File: src/smart_report_pkg.sv
/*
 * Shared constants for the attribute report and automatic off-line
 * collection control block: register map, data structure layout,
 * fixed report values and subcommand codes.
 * Assumes a 32-bit AXI4-Lite register bus and one 200 MHz clock.
 */
package smart_report_pkg;
	// -------------------------------------------------------------
	// Register byte offsets
	// -------------------------------------------------------------
	localparam logic [11:0] CMD_OFS      = 12'h000; // Sector count, runs control
	localparam logic [11:0] STATUS_OFS   = 12'h004; // Enable, error, status bytes
	localparam logic [11:0] OFFSTATE_OFS = 12'h008; // Off-line state code
	localparam logic [11:0] SELFTEST_OFS = 12'h00c; // Self-test progress
	localparam logic [11:0] TIMES_OFS    = 12'h010; // Durations
	localparam logic [11:0] EXTWORD_OFS  = 12'h014; // Extended time word
	localparam logic [11:0] SLOTSEL_OFS  = 12'h018; // Attribute slot index
	localparam logic [11:0] SLOTCFG_OFS  = 12'h01c; // Id and flags of slot
	localparam logic [11:0] SLOTRAW_OFS  = 12'h020; // Raw count of slot
	localparam logic [11:0] RDSTART_OFS  = 12'h024; // Restart the block read
	localparam logic [11:0] RDDATA_OFS   = 12'h028; // Next four block bytes
	// -------------------------------------------------------------
	// Subcommand values in the sector count byte
	// -------------------------------------------------------------
	localparam logic [7:0] AUTO_OFF_VAL = 8'h00;
	localparam logic [7:0] AUTO_ON_VAL  = 8'hf8;
	// -------------------------------------------------------------
	// Data structure layout
	// -------------------------------------------------------------
	localparam logic [8:0]  SLOT_BASE    = 9'h002;
	localparam logic [8:0]  SLOT_END     = 9'h16a; // First byte past slot 30
	localparam logic [3:0]  SLOT_BYTES   = 4'hc;
	localparam logic [8:0]  OFFSTAT_POS  = 9'h16a;
	localparam logic [8:0]  SELFSTAT_POS = 9'h16b;
	localparam logic [8:0]  OFFSEC_POS   = 9'h16c;
	localparam logic [8:0]  OFFCAP_POS   = 9'h16f;
	localparam logic [8:0]  CAPWORD_POS  = 9'h170;
	localparam logic [8:0]  ERRCAP_POS   = 9'h172;
	localparam logic [8:0]  CHKPT_POS    = 9'h173;
	localparam logic [8:0]  SHORT_POS    = 9'h174;
	localparam logic [8:0]  EXTMIN_POS   = 9'h175;
	localparam logic [8:0]  EXTWORD_POS  = 9'h177;
	localparam logic [6:0]  LAST_WORD    = 7'h7f;  // Word holding byte 1ffh
	localparam logic [15:0] REVISION     = 16'h0010;
	localparam logic [7:0]  OFFCAP_VAL   = 8'h1b;
	localparam logic [15:0] CAPWORD_VAL  = 16'h0003;
	localparam logic [7:0]  ERRCAP_VAL   = 8'h01;
	localparam logic [5:0]  FLAG_MASK    = 6'h3f;  // Bits 6-15 read zero
	// -------------------------------------------------------------
	// Normalisation and self-test limits
	// -------------------------------------------------------------
	localparam logic [7:0] NORM_MAX  = 8'hfd;
	localparam logic [7:0] NORM_MIN  = 8'h01;
	localparam logic [3:0] TENTHS_MAX = 4'h9;
	// -------------------------------------------------------------
	// Reset values
	// -------------------------------------------------------------
	localparam logic       AUTO_RST     = 1'b0;
	localparam logic [6:0] OFFSTATE_RST = 7'h00;
	// AXI answers
	localparam logic [1:0] RESP_OKAY   = 2'b00;
	localparam logic [1:0] RESP_SLVERR = 2'b10;
endpackage : smart_report_pkg

File: src/smart_report_ctl.sv
/*
 * Attribute report builder and automatic off-line collection control,
 * reached over AXI4-Lite. Software plays the host: it writes the sector
 * count byte to run the control subcommand and drains the 512-byte
 * report four bytes per read. Assumes a single synchronous clock
 * domain and a master with at most one write and one read in flight.
 */
`timescale 1ns/1ps
`default_nettype none

// Behaviour
// - Sector count zero disables automatic collection
// - Value f8h enables and starts collection
// - Other non-zero keeps setting, flags error
// - Saves on power events even when disabled
// - Whole 512-byte block, low byte first
// - Bytes 0-1 carry revision 0010h
// - Thirty 12-byte slots from 02h to 169h
// - Slot: id, flags, value 01h-fdh, vendor
// - Zero id marks an unused slot
// - Flag bit 0 marks pre-failure attribute
// - Flag bit 1 online; bits 6-15 zero
// - Raw counts converted to normalized values
// - Byte 16ah bit 7 shows enable state
// - Byte 16ah bits 0-6 hold state code
// - Self-test remaining tenths, values 0-9
// - Self-test outcome code in bits 4-7
// - Off-line seconds word at 16ch
// - Fixed capability bytes at 16fh-172h
// - Short and extended durations, ffh escape
// - Byte 173h gives failure check point
// - Byte 1ffh makes structure sum zero
module smart_report_ctl #(
	parameter int SLOTS = 30 // Attribute slots in the report
) (
	input  wire logic        sys_clk,
	input  wire logic        rst,
	input  wire logic        ce,
	input  wire logic [11:0] s_axi_awaddr,
	input  wire logic        s_axi_awvalid,
	output logic             s_axi_awready,
	input  wire logic [31:0] s_axi_wdata,
	input  wire logic [3:0]  s_axi_wstrb,
	input  wire logic        s_axi_wvalid,
	output logic             s_axi_wready,
	output logic [1:0]       s_axi_bresp,
	output logic             s_axi_bvalid,
	input  wire logic        s_axi_bready,
	input  wire logic [11:0] s_axi_araddr,
	input  wire logic        s_axi_arvalid,
	output logic             s_axi_arready,
	output logic [31:0]      s_axi_rdata,
	output logic [1:0]       s_axi_rresp,
	output logic             s_axi_rvalid,
	input  wire logic        s_axi_rready,
	input  wire logic        saveEvent,   // Power-on/off or recovery step
	output logic             autoCollect, // Collection engine may run
	output logic             nvSave       // Pulse: store attributes
);
	// ------------------------------------------------------------
	// Elaboration check
	// ------------------------------------------------------------
	if (SLOTS < 1 || SLOTS > 30)
	begin : g_bad_slots
		$error("SLOTS must lie between 1 and 30");
	end

	// ------------------------------------------------------------
	// State
	// ------------------------------------------------------------
	logic        awHeld_q, awHeld_d;   // Write address captured
	logic [11:0] awAddr_q, awAddr_d;
	logic        wHeld_q, wHeld_d;     // Write data captured
	logic [31:0] wData_q, wData_d;
	logic [3:0]  wStrb_q, wStrb_d;
	logic        bValid_q, bValid_d;
	logic [1:0]  bResp_q, bResp_d;
	logic        rValid_q, rValid_d;
	logic [31:0] rData_q, rData_d;
	logic [1:0]  rResp_q, rResp_d;
	logic        autoEn_q, autoEn_d;   // Automatic collection on
	logic        cmdErr_q, cmdErr_d;   // Last control value refused
	logic [6:0]  offState_q, offState_d;
	logic [3:0]  tenths_q, tenths_d;
	logic [3:0]  outcome_q, outcome_d;
	logic [7:0]  chkPt_q, chkPt_d;
	logic [15:0] offSec_q, offSec_d;
	logic [7:0]  shortMin_q, shortMin_d;
	logic [7:0]  extMin_q, extMin_d;
	logic [15:0] extWord_q, extWord_d;
	logic [4:0]  slotSel_q, slotSel_d;
	logic [6:0]  ptr_q, ptr_d;         // Next word of the block
	logic [7:0]  sum_q, sum_d;         // Sum of bytes already sent
	logic        save_q, save_d;
	logic [7:0]  id_q   [SLOTS];       // Slot storage, flip-flops
	logic [5:0]  flag_q [SLOTS];
	logic [7:0]  norm_q [SLOTS];
	logic [31:0] raw_q  [SLOTS];

	// Write strobes decoded once both halves are held
	logic doWr;
	logic cmdGo;
	logic cfgWr;
	logic rawWr;
	logic arGo;
	logic dataRd;
	assign doWr   = ce && awHeld_q && wHeld_q && !bValid_q;
	assign cmdGo  = doWr && awAddr_q == smart_report_pkg::CMD_OFS && wStrb_q[0];
	assign cfgWr  = doWr && awAddr_q == smart_report_pkg::SLOTCFG_OFS;
	assign rawWr  = doWr && awAddr_q == smart_report_pkg::SLOTRAW_OFS;
	assign arGo   = ce && s_axi_arvalid && !rValid_q;
	assign dataRd = arGo && s_axi_araddr == smart_report_pkg::RDDATA_OFS;

	// ------------------------------------------------------------
	// Report byte generator
	// ------------------------------------------------------------
	// Raw count to value in 01h..fdh; larger counts mean worse health
	function automatic logic [7:0] normalize(input logic [31:0] raw);
		normalize = (raw >= 32'h0000_00fc) ? smart_report_pkg::NORM_MIN
		          : smart_report_pkg::NORM_MAX - raw[7:0];
	endfunction : normalize

	// One byte of the 512-byte structure, multi-byte fields LSB first
	function automatic logic [7:0] byteAt(input logic [8:0] a);
		logic [8:0] rel;
		logic [4:0] s;
		logic [3:0] o;
		rel = a - smart_report_pkg::SLOT_BASE;
		s = 5'(rel / 9'(smart_report_pkg::SLOT_BYTES));
		o = 4'(rel % 9'(smart_report_pkg::SLOT_BYTES));
		byteAt = 8'h00; // Reserved and vendor areas read zero
		if (a < smart_report_pkg::SLOT_BASE)
			byteAt = a[0] ? smart_report_pkg::REVISION[15:8]
			              : smart_report_pkg::REVISION[7:0];
		else if (a < smart_report_pkg::SLOT_END)
		begin
			if (32'(s) < SLOTS && id_q[s] != 8'h00)
			begin
				// Slot layout: id, flags, value, vendor bytes
				unique case (o)
					4'h0: byteAt = id_q[s];
					4'h1: byteAt = {2'b00, flag_q[s]};
					4'h2: byteAt = 8'h00;
					4'h3: byteAt = norm_q[s];
					4'h4: byteAt = raw_q[s][7:0];
					4'h5: byteAt = raw_q[s][15:8];
					4'h6: byteAt = raw_q[s][23:16];
					4'h7: byteAt = raw_q[s][31:24];
					default: byteAt = 8'h00;
				endcase
			end
		end
		else
		begin
			unique case (a)
				smart_report_pkg::OFFSTAT_POS:
					byteAt = {autoEn_q, offState_q};
				smart_report_pkg::SELFSTAT_POS:
					byteAt = {outcome_q, tenths_q};
				smart_report_pkg::OFFSEC_POS:      byteAt = offSec_q[7:0];
				smart_report_pkg::OFFSEC_POS + 9'h1: byteAt = offSec_q[15:8];
				smart_report_pkg::OFFCAP_POS:      byteAt = smart_report_pkg::OFFCAP_VAL;
				smart_report_pkg::CAPWORD_POS:     byteAt = smart_report_pkg::CAPWORD_VAL[7:0];
				smart_report_pkg::CAPWORD_POS + 9'h1:
					byteAt = smart_report_pkg::CAPWORD_VAL[15:8];
				smart_report_pkg::ERRCAP_POS:      byteAt = smart_report_pkg::ERRCAP_VAL;
				smart_report_pkg::CHKPT_POS:       byteAt = chkPt_q;
				smart_report_pkg::SHORT_POS:       byteAt = shortMin_q;
				smart_report_pkg::EXTMIN_POS:      byteAt = extMin_q;
				smart_report_pkg::EXTWORD_POS:     byteAt = extWord_q[7:0];
				smart_report_pkg::EXTWORD_POS + 9'h1: byteAt = extWord_q[15:8];
				default: byteAt = 8'h00;
			endcase
		end
	endfunction : byteAt

	// Four bytes of the current word; the last byte of word 127 is
	// replaced by the checksum. Slot edits during a read still leave the sent bytes summing to zero.
	logic [7:0] wb [4];
	logic [7:0] part;
	always_comb
	begin
		for (int k = 0; k < 4; k++)
			wb[k] = byteAt({ptr_q, 2'(k)});
		part = sum_q + wb[0] + wb[1] + wb[2];
		if (ptr_q == smart_report_pkg::LAST_WORD)
			wb[3] = 8'h00 - part;
	end

	// ------------------------------------------------------------
	// AXI write channel: address and data taken in either order
	// ------------------------------------------------------------
	logic wrMapped;
	always_comb
	begin
		awHeld_d = awHeld_q;
		awAddr_d = awAddr_q;
		wHeld_d  = wHeld_q;
		wData_d  = wData_q;
		wStrb_d  = wStrb_q;
		bValid_d = bValid_q;
		bResp_d  = bResp_q;
		wrMapped = awAddr_q <= smart_report_pkg::RDSTART_OFS && awAddr_q[1:0] == 2'b00;
		if (s_axi_awvalid && s_axi_awready)
		begin
			awHeld_d = 1'b1;
			awAddr_d = s_axi_awaddr;
		end
		if (s_axi_wvalid && s_axi_wready)
		begin
			wHeld_d = 1'b1;
			wData_d = s_axi_wdata;
			wStrb_d = s_axi_wstrb;
		end
		if (doWr)
		begin
			// Status and data words are read-only: answer an error
			awHeld_d = 1'b0;
			wHeld_d  = 1'b0;
			bValid_d = 1'b1;
			bResp_d  = (wrMapped && awAddr_q != smart_report_pkg::STATUS_OFS)
			         ? smart_report_pkg::RESP_OKAY : smart_report_pkg::RESP_SLVERR;
		end
		if (bValid_q && s_axi_bready)
			bValid_d = 1'b0;
	end

	// ------------------------------------------------------------
	// Control and status fields written by software
	// ------------------------------------------------------------
	always_comb
	begin
		autoEn_d   = autoEn_q;
		cmdErr_d   = cmdErr_q;
		offState_d = offState_q;
		tenths_d   = tenths_q;
		outcome_d  = outcome_q;
		chkPt_d    = chkPt_q;
		offSec_d   = offSec_q;
		shortMin_d = shortMin_q;
		extMin_d   = extMin_q;
		extWord_d  = extWord_q;
		slotSel_d  = slotSel_q;
		save_d     = saveEvent; // Saved regardless of enable
		if (cmdGo)
		begin
			if (wData_q[7:0] == smart_report_pkg::AUTO_OFF_VAL)
			begin
				autoEn_d = 1'b0;
				cmdErr_d = 1'b0;
			end
			else if (wData_q[7:0] == smart_report_pkg::AUTO_ON_VAL)
			begin
				autoEn_d = 1'b1;
				cmdErr_d = 1'b0;
			end
			else
				cmdErr_d = 1'b1; // Setting kept
		end
		if (doWr)
		begin
			unique case (awAddr_q)
				smart_report_pkg::OFFSTATE_OFS: offState_d = wData_q[6:0];
				smart_report_pkg::SELFTEST_OFS:
				begin
					// Tenths above nine are clamped
					tenths_d  = (wData_q[3:0] > smart_report_pkg::TENTHS_MAX)
					          ? smart_report_pkg::TENTHS_MAX : wData_q[3:0];
					outcome_d = wData_q[7:4];
					chkPt_d   = wData_q[15:8];
				end
				smart_report_pkg::TIMES_OFS:
				begin
					offSec_d   = wData_q[15:0];
					shortMin_d = wData_q[23:16];
					extMin_d   = wData_q[31:24];
				end
				smart_report_pkg::EXTWORD_OFS: extWord_d = wData_q[15:0];
				smart_report_pkg::SLOTSEL_OFS:
					if (32'(wData_q[4:0]) < SLOTS)
						slotSel_d = wData_q[4:0];
				default: ;
			endcase
		end
	end

	// ------------------------------------------------------------
	// Read channel and block pointer
	// ------------------------------------------------------------
	always_comb
	begin
		rValid_d = rValid_q;
		rData_d  = rData_q;
		rResp_d  = rResp_q;
		ptr_d    = ptr_q;
		sum_d    = sum_q;
		if (doWr && awAddr_q == smart_report_pkg::RDSTART_OFS)
		begin
			ptr_d = 7'h00;
			sum_d = 8'h00;
		end
		if (arGo)
		begin
			rValid_d = 1'b1;
			rResp_d  = smart_report_pkg::RESP_OKAY;
			unique case (s_axi_araddr)
				smart_report_pkg::STATUS_OFS:
					rData_d = {8'h00, outcome_q, tenths_q, autoEn_q, offState_q,
					           6'h00, cmdErr_q, autoEn_q};
				smart_report_pkg::SLOTSEL_OFS:  rData_d = {27'h0, slotSel_q};
				smart_report_pkg::RDSTART_OFS:  rData_d = {25'h0, ptr_q};
				smart_report_pkg::RDDATA_OFS:
				begin
					rData_d = {wb[3], wb[2], wb[1], wb[0]};
					ptr_d   = ptr_q + 7'h01; // Wraps after the last word
					sum_d   = (ptr_q == smart_report_pkg::LAST_WORD) ? 8'h00 : part + wb[3];
				end
				default:
				begin
					rData_d = 32'h0;
					rResp_d = smart_report_pkg::RESP_SLVERR;
				end
			endcase
		end
		else if (rValid_q && s_axi_rready)
			rValid_d = 1'b0;
	end

	// ------------------------------------------------------------
	// Registers
	// ------------------------------------------------------------
	always_ff @(posedge sys_clk)
	begin
		if (rst)
		begin
			awHeld_q <= 1'b0; awAddr_q <= 12'h0; wHeld_q <= 1'b0;
			wData_q <= 32'h0; wStrb_q <= 4'h0; bValid_q <= 1'b0;
			bResp_q <= 2'b00; rValid_q <= 1'b0; rData_q <= 32'h0;
			rResp_q <= 2'b00; autoEn_q <= smart_report_pkg::AUTO_RST;
			cmdErr_q <= 1'b0; offState_q <= smart_report_pkg::OFFSTATE_RST;
			tenths_q <= 4'h0; outcome_q <= 4'h0; chkPt_q <= 8'h00;
			offSec_q <= 16'h0; shortMin_q <= 8'h00; extMin_q <= 8'h00;
			extWord_q <= 16'h0; slotSel_q <= 5'h00; ptr_q <= 7'h00;
			sum_q <= 8'h00; save_q <= 1'b0;
		end
		else if (ce)
		begin
			awHeld_q <= awHeld_d; awAddr_q <= awAddr_d; wHeld_q <= wHeld_d;
			wData_q <= wData_d; wStrb_q <= wStrb_d; bValid_q <= bValid_d;
			bResp_q <= bResp_d; rValid_q <= rValid_d; rData_q <= rData_d;
			rResp_q <= rResp_d; autoEn_q <= autoEn_d; cmdErr_q <= cmdErr_d;
			offState_q <= offState_d; tenths_q <= tenths_d;
			outcome_q <= outcome_d; chkPt_q <= chkPt_d; offSec_q <= offSec_d;
			shortMin_q <= shortMin_d; extMin_q <= extMin_d;
			extWord_q <= extWord_d; slotSel_q <= slotSel_d; ptr_q <= ptr_d;
			sum_q <= sum_d; save_q <= save_d;
		end
	end

	// Per-slot storage: one generate loop, written through the index
	for (genvar g = 0; g < SLOTS; g++)
	begin : g_slot
		logic [7:0]  idD;
		logic [5:0]  flagD;
		logic [7:0]  normD;
		logic [31:0] rawD;
		logic        hit;
		always_comb
		begin
			hit   = 32'(slotSel_q) == g;
			idD   = id_q[g];
			flagD = flag_q[g];
			normD = norm_q[g];
			rawD  = raw_q[g];
			if (cfgWr && hit)
			begin
				idD   = wData_q[7:0];
				flagD = wData_q[13:8] & smart_report_pkg::FLAG_MASK;
			end
			if (rawWr && hit)
			begin
				rawD  = wData_q;
				normD = normalize(wData_q);
			end
		end
		always_ff @(posedge sys_clk)
		begin
			if (rst)
			begin
				id_q[g]   <= 8'h00; // Empty slot after reset
				flag_q[g] <= 6'h00;
				norm_q[g] <= smart_report_pkg::NORM_MAX;
				raw_q[g]  <= 32'h0;
			end
			else if (ce)
			begin
				id_q[g]   <= idD;
				flag_q[g] <= flagD;
				norm_q[g] <= normD;
				raw_q[g]  <= rawD;
			end
		end
	end

	// ------------------------------------------------------------
	// Outputs
	// ------------------------------------------------------------
	assign s_axi_awready = !awHeld_q;
	assign s_axi_wready  = !wHeld_q;
	assign s_axi_bvalid  = bValid_q;
	assign s_axi_bresp   = bResp_q;
	assign s_axi_arready = !rValid_q;
	assign s_axi_rvalid  = rValid_q;
	assign s_axi_rdata   = rData_q;
	assign s_axi_rresp   = rResp_q;
	assign autoCollect   = autoEn_q; // Starts or resumes collection
	assign nvSave        = save_q;

	// Helper: running sum of every byte returned in the block
	logic [7:0] chkAcc_q;
	always_ff @(posedge sys_clk)
		if (rst)
			chkAcc_q <= 8'h00;
		else if (dataRd)
			chkAcc_q <= (ptr_q == smart_report_pkg::LAST_WORD) ? 8'h00
			          : chkAcc_q + wb[0] + wb[1] + wb[2] + wb[3];
		else if (doWr && awAddr_q == smart_report_pkg::RDSTART_OFS)
			chkAcc_q <= 8'h00; // Restart clears it, as it clears the pointer
endmodule : smart_report_ctl

`default_nettype wire

File: config.mk
export PLATFORM = sky130hd
export DESIGN_NAME = smart_report_ctl
export DESIGN_NICKNAME = d
export VERILOG_FILES = /design/src/smart_report_pkg.sv /design/src/smart_report_ctl.sv
export SDC_FILE = /design/constraint.sdc
export NUM_CORES = 2
export LEC_CHECK = 0
export BUFFER_PORTS_ARGS = -buffer_cell sky130_fd_sc_hd__buf_2
export CAP_MARGIN = 25
export CORE_UTILIZATION = 40
export DETAILED_ROUTE_END_ITERATION = 6
export PLACE_DENSITY_LB_ADDON = 0.08
export SKIP_LAST_GASP = 1
export SYNTH_ARGS = -nofsm -noshare
export SYNTH_HDL_FRONTEND = slang
export SYNTH_SLANG_ARGS = --single-unit
File: constraint.sdc
create_clock -name sys_clk -period 13.4 [get_ports sys_clk]
set_input_delay 2.68 -clock sys_clk [delete_from_list [all_inputs] [get_ports sys_clk]]
set_output_delay 2.68 -clock sys_clk [all_outputs]
set_load 0.02 [all_outputs]
; Yosys cells after proc, flatten, opt, wreduce, memory -nomap -nowiden
; Memory sizes are Yosys's and may differ from the RTL's.
; Cells that the tools add are included.
[op_classes]
n_eq_ne = 133
bitwise_logic = 120
addsub = 11
mux = 290
reduce_logical = 177
magnitude_cmp = 16
n_div = 8
[ops]
columns = cell, count
row1 = $mux W32, 60
row2 = $mux W8, 138
row3 = $mux W6, 60
row4 = $pmux W8 S7, 4
row5 = $reduce_and A2 Y1, 69
row6 = $pmux W32 S4, 1
row7 = $or A1 B1 Y1, 120
row8 = $logic_and A1 B1 Y1, 80
row9 = $eq A5 B5 Y1 const B, 14
row10 = $eq A4 B3 Y1 const B, 16
row11 = $pmux W8 S4, 2
row12 = $eq A12 B5 Y1 const B, 5
row13 = $ne A1 B1 Y1 const B, 60
row14 = $eq A12 B6 Y1 const B, 4
row15 = $eq A7 B7 Y1 const B, 6
row16 = $eq A5 B4 Y1 const B, 8
row17 = $div A9 B4 Y9 const B, 4
row18 = $lt A9 B2 Y1 const B, 4
row19 = $lt A9 B9 Y1 const B, 4
row20 = $mod A9 B4 Y9 const B, 4
row21 = $sub A9 B2 Y9 const B, 4
row22 = $add A8 B8 Y8, 4
row23 = $ge A32 B8 Y1 const B, 1
row24 = $pmux W8 S2, 2
row25 = 30 further kinds, 81
[word_totals]
out_inout_bits = 43
regBits = 179
memories = 4
ramBits = 1620
[mem_list]
columns = memory, words, width, read_ports, rd_ports_with_merged_regs, wr, line_no
row1 = raw_q, 30, 32, 4, 0, 30, smart_report_ctl.sv:98  ; logic [31:0] raw_q [SLOTS];
row2 = id_q, 30, 8, 4, 0, 30, smart_report_ctl.sv:95  ; logic [7:0] id_q [SLOTS];
row3 = norm_q, 30, 8, 4, 0, 30, smart_report_ctl.sv:97  ; logic [7:0] norm_q [SLOTS];
row4 = flag_q, 30, 6, 4, 0, 30, smart_report_ctl.sv:96  ; logic [5:0] flag_q [SLOTS];

; Longest topological paths before layout
; An unclocked memory read counts as a cell.
[logic_depth]
ltp_word = 17
ltp_mapped = 55
mapped_depth_nobuf = 44

; Worst setup path after synthesis
; OpenSTA, ideal clock, no wires.
[synth_timing]
path_kind = reg2reg
from = register ptr_q[0]
to = register sum_q[7]
path_stages_with_launch = 50
path_buffers = 9
setup_time_ns = 0.070
t_arrival_ns = 9.954
path_slack_ns = 3.376
path_cell_list = dfxtp_1 > buf_2 > clkbuf_1 > inv_1 > clkbuf_1 > ha_1 > buf_2 > or4b_1 > buf_2 > o32a_1 > or2_4 > a31oi_1 > nor2_1 > ha_1 > or3_1 > nor4_2 > o211a_1 > buf_6 > [14 not listed] > fa_1 > inv_1 > ha_1 > fa_1 > xnor2_1 > a21oi_1 > o211ai_1 > ha_1 > a21o_1 > a21o_1 > a21oi_1 > nor2b_1 > o21ai_0 > nand2b_1 > xnor3_1 > xor3_1 > nand2b_1 > a21oi_1
[synth_via]
elab_chain_len = 17
[synth_lines]
columns = item, line_no
row1 = from (decl), smart_report_ctl.sv:92  ; logic [6:0] ptr_q, ptr_d;
row2 = from (signal assigned), smart_report_ctl.sv:355  ; extWord_q <= extWord_d; slotSel_q <= slotSel_d; ptr_q <= ptr_d;
row3 = $sub A9 B2 Y9, smart_report_ctl.sv:128  ; rel = a - smart_report_pkg::SLOT_BASE;
row4 = $div A9 B4 Y9, smart_report_ctl.sv:129  ; s = 5'(rel / 9'(smart_report_pkg::SLOT_BYTES));
row5 = $mem_v2 Z30 W8, n/a
row6 = $reduce_bool A8 Y1, smart_report_ctl.sv:137  ; if (32'(s) < SLOTS && id_q[s] != 8'h00)
row7 = $logic_and A1 B1 Y1, smart_report_ctl.sv:137
row8 = $mux W8, smart_report_ctl.sv:137
row9 = $mux W8, smart_report_ctl.sv:135  ; else if (a < smart_report_pkg::SLOT_END)
row10 = $mux W8, smart_report_ctl.sv:132  ; if (a < smart_report_pkg::SLOT_BASE)
row11 = $add A8 B8 Y8 (3 in series), smart_report_ctl.sv:185  ; part = sum_q + wb[0] + wb[1] + wb[2];
row12 = $sub A1 B8 Y8, smart_report_ctl.sv:187  ; wb[3] = 8'h00 - part;
row13 = $mux W8, smart_report_ctl.sv:186  ; if (ptr_q == smart_report_pkg::LAST_WORD)
row14 = $add A8 B8 Y8, smart_report_ctl.sv:316  ; sum_d = (ptr_q == smart_report_pkg::LAST_WORD) ? 8'h00 : part + wb[3];
row15 = $mux W8 *, smart_report_ctl.sv:316
row16 = $mux W8 *, smart_report_ctl.sv:306  ; unique case (s_axi_araddr)
row17 = $mux W8 *, smart_report_ctl.sv:302  ; if (arGo)
row18 = to (signal assigned), smart_report_ctl.sv:356  ; sum_q <= sum_d; save_q <= save_d;
row19 = to (decl), smart_report_ctl.sv:93  ; logic [7:0] sum_q, sum_d;
; Every way passes the cells marked *; elsewhere a longest branch is shown, timed or not.
; A chain may end at the register's enable or synchronous reset.

; Final worst setup path
; Ends and elaborated chain as after synthesis.

==> metrics.txt <==
# TYPE chip_impl_metric gauge
chip_impl_metric{name="setup_slack",unit="ns"} 1.04
chip_impl_metric{name="die_height",unit="um"} 472
chip_impl_metric{name="std_cell_rows",unit=""} 172
chip_impl_metric{name="post_synth_inst_count",unit=""} 8417
chip_impl_metric{name="synthToLayoutAreaGrowth",unit="%"} 11.8
chip_impl_info{name="worstReg2RegStart",value="ptr_q[0]$_SDFFE_PP0P_"} 1
chip_impl_info{name="critical_path.startpoint",value="ptr_q[0]$_SDFFE_PP0P_"} 1
chip_impl_info{name="min_to",value="awAddr_q[10]$_SDFFE_PP0P_"} 1
chip_impl_metric{name="antenna_left",unit=""} 0
chip_impl_info{name="crit_path_start_kind",value="flop"} 1
chip_impl_metric{name="delay_of_the_slowest_cell_on_the_worst_path",unit="ns"} 0.90
chip_impl_metric{name="reg2reg_slack",unit="ns"} 1.04
chip_impl_metric{name="route.final.wire_length",unit="mm"} 338
chip_impl_info{name="clockRootBuffer",value="sky130_fd_sc_hd__clkbuf_16"} 1
chip_impl_metric{name="design_power_total",unit="mW"} 12.3
chip_impl_metric{name="max_freq",unit="MHz"} 80.9
chip_impl_metric{name="finalClockSkew",unit="ns"} 0.0374
chip_impl_info{name="rsz0062_at_grt",value="no"} 1
chip_impl_metric{name="clockBufferDepth",unit=""} 3
chip_impl_metric{name="pwr_density_cell",unit="nW/um2"} 125
chip_impl_metric{name="final_area",unit="um2"} 98600
chip_impl_metric{name="num_io_pins",unit=""} 112
chip_impl_metric{name="hold_violations",unit=""} 0
chip_impl_metric{name="worst_hold_slack",unit="ns"} 0.453
chip_impl_metric{name="rd_place_congestion",unit=""} 0.958
chip_impl_metric{name="worst_slew_pin_slew",unit="ns"} 1.31
chip_impl_metric{name="grt_antenna_before_repair",unit=""} 28
chip_impl_metric{name="max_cap_violations",unit=""} 0
chip_impl_metric{name="critPathArrivalTime",unit="ns"} 13.13
chip_impl_metric{name="firstDrtPassIters",unit=""} 7
chip_impl_metric{name="synth_seq_area_share",unit=""} 0.592
chip_impl_metric{name="peakVddDrop",unit="mV"} 0.125
chip_impl_metric{name="die_area",unit="um2"} 222000
chip_impl_metric{name="vias_in_the_first_global_route",unit=""} 63100
chip_impl_metric{name="number_of_flops_mapped_to_enable_cells_by_yosys",unit=""} 1620
chip_impl_metric{name="synth.yosys.warnings",unit=""} 0
chip_impl_metric{name="maxSlewHeadroom",unit=""} 0.120
chip_impl_metric{name="critical_path_peak_fanout",unit=""} 35
chip_impl_metric{name="met3_length",unit="mm"} 27.4
chip_impl_metric{name="wl_met2",unit="mm"} 153
chip_impl_info{name="dominantRegCellSynth",value="sky130_fd_sc_hd__edfxtp_1"} 1
chip_impl_metric{name="setup_viol_count_final",unit=""} 0
chip_impl_metric{name="final-max-slew-violation-count",unit=""} 0
chip_impl_metric{name="h-tree-depth",unit=""} 4
chip_impl_metric{name="design.final.nets",unit=""} 8354
chip_impl_metric{name="wl_per_cell",unit="um"} 29.9
chip_impl_info{name="top_metal_used",value="met5"} 1
chip_impl_info{name="timing.rr.end",value="sum_q[7]$_SDFFE_PP0P_"} 1
chip_impl_metric{name="num_vias",unit=""} 66800
chip_impl_metric{name="drt_first_iter_violations",unit=""} 8288
chip_impl_metric{name="grt_pass1_wl",unit="mm"} 476
chip_impl_metric{name="floorplan.initialDensity",unit=""} 0.402
chip_impl_info{name="path_common_cell",value="sky130_fd_sc_hd__a21oi_1"} 1
chip_impl_metric{name="floorplan.die.width",unit="um"} 472
chip_impl_metric{name="drt-met1-wl",unit="mm"} 142
chip_impl_metric{name="synth_cell_type_count",unit=""} 110
chip_impl_metric{name="share_of_the_clock_period_used_by_the_worst_path_after_layout",unit=""} 0.922
chip_impl_metric{name="postCtsHoldBufs",unit=""} 0
chip_impl_info{name="min-delay-start",value="awAddr_q[10]$_SDFFE_PP0P_"} 1
chip_impl_metric{name="placed_area",unit="um2"} 92200
chip_impl_metric{name="timing.reg2reg.worst_path_depth",unit=""} 39
chip_impl_metric{name="cell_area_after_synthesis",unit="um2"} 88200
chip_impl_info{name="crit_path_end_kind",value="flop"} 1
chip_impl_metric{name="async_reset_ff_frac",unit=""} 0
chip_impl_metric{name="cts_buffers",unit=""} 201
chip_impl_metric{name="synthesis.area_per_instance",unit="um2"} 10.5
chip_impl_metric{name="core-area",unit="um2"} 220000
chip_impl_metric{name="dpl_worst_slack",unit="ns"} 1.31
chip_impl_metric{name="placement.io_buffers",unit=""} 106
chip_impl_metric{name="layout-drive-gt1-share",unit=""} 0.107
chip_impl_info{name="violations_in_the_final_reports",value="DRC"} 1
chip_impl_metric{name="final_sum_of_negative_setup_slack",unit="ns"} 0
chip_impl_metric{name="cts_resized",unit=""} 0
chip_impl_metric{name="cts_post_setup_buffers_inserted",unit=""} 0
chip_impl_info{name="criticalPathCategory",value="flop to flop"} 1
chip_impl_info{name="cts_tree",value="done"} 1
chip_impl_metric{name="cts_sink_cnt",unit=""} 1797
chip_impl_metric{name="fin_crit",unit="ns"} 12.36
chip_impl_info{name="critical-path-slowest-cell",value="sky130_fd_sc_hd__o32ai_2"} 1
chip_impl_metric{name="hold-path-cell-count",unit=""} 2
chip_impl_metric{name="drc",unit=""} 3
chip_impl_metric{name="filler_cell_count",unit=""} 20500
chip_impl_metric{name="global_route.overflow_total",unit=""} 0
chip_impl_metric{name="worst_path_required_time",unit="ns"} 14.17
chip_impl_metric{name="worstSkewPairLatency",unit="ns"} 0.88
chip_impl_metric{name="p_leak",unit="nW"} 34.7
chip_impl_metric{name="maximum_number_of_pins_on_one_net_before_global_route_repair",unit=""} 156
chip_impl_metric{name="detail_route.vias_per_cell",unit=""} 5.92
chip_impl_metric{name="path_clk_slew",unit="ns"} 0.06
chip_impl_info{name="run_status",value="finished with violations"} 1
chip_impl_metric{name="track_usage",unit=""} 0.298
chip_impl_info{name="min-delay-path-class",value="flop to flop"} 1
chip_impl_metric{name="place_hpwl",unit="mm"} 201
chip_impl_metric{name="synth.ff_latch_count",unit=""} 1797
-- critical path: cells and delay by family (launching register included) --
kind,cells,cell delay [ns]
AO/OA/AOI/OAI,18,5.87
AND/OR/NAND/NOR,7,2.23
adder cells (fa/ha/maj),6,2.12
XOR/XNOR,3,0.92
buffers and inverters,5,0.80
flip-flops,1,0.31
-- how the worst max path moves through the flow --
stage / endpoint / slack, ns / cells past startpoint
floorplan: sum_q[7]$_SDFFE_PP0P_ / 3.38 / 49
global route: sum_q[7]$_SDFFE_PP0P_ / 0.71 / 39
finish: sum_q[7]$_SDFFE_PP0P_ / 1.04 / 39
CTS: sum_q[7]$_SDFFE_PP0P_ / 1.27 / 37
global placement: sum_q[7]$_SDFFE_PP0P_ / 1.35 / 37
detailed placement: sum_q[7]$_SDFFE_PP0P_ / 1.31 / 37
-- registers in the layout (all words and copies together), names as in the netlist, 5 cells and up --
name / cells
raw_q: 960
id_q: 240
norm_q: 240
flag_q: 180
s_axi_rdata: 32
wData_q: 32
extWord_q: 16
offSec_q: 16
awAddr_q: 12
chkPt_q: 8
extMin_q: 8
shortMin_q: 8
sum_q: 8
offState_q: 7
ptr_q: 7
slotSel_q: 5
-- Yosys cell counts (all sizes together), types with 11 or more instances --
master | instances | area, um2
and2 | 1342 | 8400
or2 | 70 | 440
o211ai | 40 | 305
a21o | 13 | 97.6
or3 | 11 | 68.8
nand2b | 16 | 100
a211oi | 83 | 623
fa | 15 | 300
nand4 | 30 | 188
a31o | 23 | 201
a221oi | 20 | 175
a311oi | 143 | 1260
clkbuf | 584 | 2190
nand2 | 1696 | 6380
buf | 212 | 1060
dfxtp | 177 | 3540
inv | 47 | 176
and4 | 11 | 101
a311o | 11 | 110
nand3 | 576 | 2880
xnor2 | 24 | 210
nor4 | 68 | 432
nor2 | 267 | 1000
a21boi | 11 | 82.6
edfxtp | 1620 | 48600
o22ai | 28 | 175
or4 | 21 | 161
nor2b | 14 | 90.1
mux2i | 208 | 2080
o21a | 12 | 90.1
and3 | 85 | 532
ha | 26 | 325
a22o | 18 | 158
xor2 | 12 | 105
nor3 | 158 | 791
a21oi | 291 | 1460
o21ai | 118 | 598
a31oi | 77 | 482
a221o | 13 | 130
a22oi | 63 | 478
nor3b | 11 | 87.6
-- cell families (layout without fill, tap and decap cells) --
| group | count (synthesis) | in the layout | share of synthesized area |
|---|---|---|---|
| and+or+nand+nor | 4398 | 4398 | 0.248 |
| buffers and inverters | 843 | 835 | 0.0389 |
| adders and majority gates | 42 | 42 | 0.00722 |
| xor gates and xnor gates | 39 | 39 | 0.00435 |
| AOI/OAI and AO/OA | 1081 | 1081 | 0.0856 |
| other | 1 | 13 | 0.0000425 |
| DFF | 1797 | 1797 | 0.592 |
| muxes | 216 | 216 | 0.0246 |
-- final cells by class --
cell class | instances | area, um2 | area share
inverter | 47 | 176 | 0.00179
sequential | 1797 | 52200 | 0.529
clock buffer | 271 | 5530 | 0.0561
multi-input combinational | 5778 | 33100 | 0.336
clock inverter | 98 | 776 | 0.00786
timing repair buffer | 419 | 3230 | 0.0328
tap | 2871 | 3590 | 0.0364
antenna | 11 | 27.5 | 0.000279
-- metrics by stage --
stage               cells  utilization
floorplan            8418            -
global placement    10900        0.420
detailed placement  10900        0.420
CTS                 11300        0.449
global route        11300        0.449
finish              11300        0.449
-- per-layer routing --
metal / track usage / up-vias
met3: 0.0487 / 600
li1: - / 29500
met2: 0.467 / 3050
met1: 0.410 / 33700
met5: 0 / -
met4: 0.122 / 10
-- power breakdown --
group,internal [mW],total [mW],switching (mW)
Clock,3.04,5.42,2.38
Combinational,0.113,0.536,0.422
Sequential,6.29,6.37,0.0752
Total,9.45,12.3,2.87
-- cells in the final DEF (no fill, tap or decap), drive strengths merged, types with 16 or more instances in the layout --
cell / synthesis / routed
clkinv: 0 / 80
nor2: 267 / 267
nand3: 576 / 576
a31oi: 77 / 77
o21ai: 118 / 118
and2: 1342 / 1342
o211ai: 40 / 40
o22ai: 28 / 28
clkbuf: 584 / 272
a22oi: 63 / 63
a21oi: 291 / 291
nor4: 68 / 68
edfxtp: 1620 / 1620
dfxtp: 177 / 177
nor3: 158 / 158
a211oi: 83 / 83
a31o: 23 / 23
nand2: 1696 / 1696
xnor2: 24 / 24
inv: 47 / 55
nand4: 30 / 30
or2: 70 / 70
nand2b: 16 / 16
a221oi: 20 / 20
a22o: 18 / 18
a311oi: 143 / 143
mux2i: 208 / 208
ha: 26 / 26
and3: 85 / 85
or4: 21 / 21
buf: 212 / 417
Power figures use the tool's default switching activity.
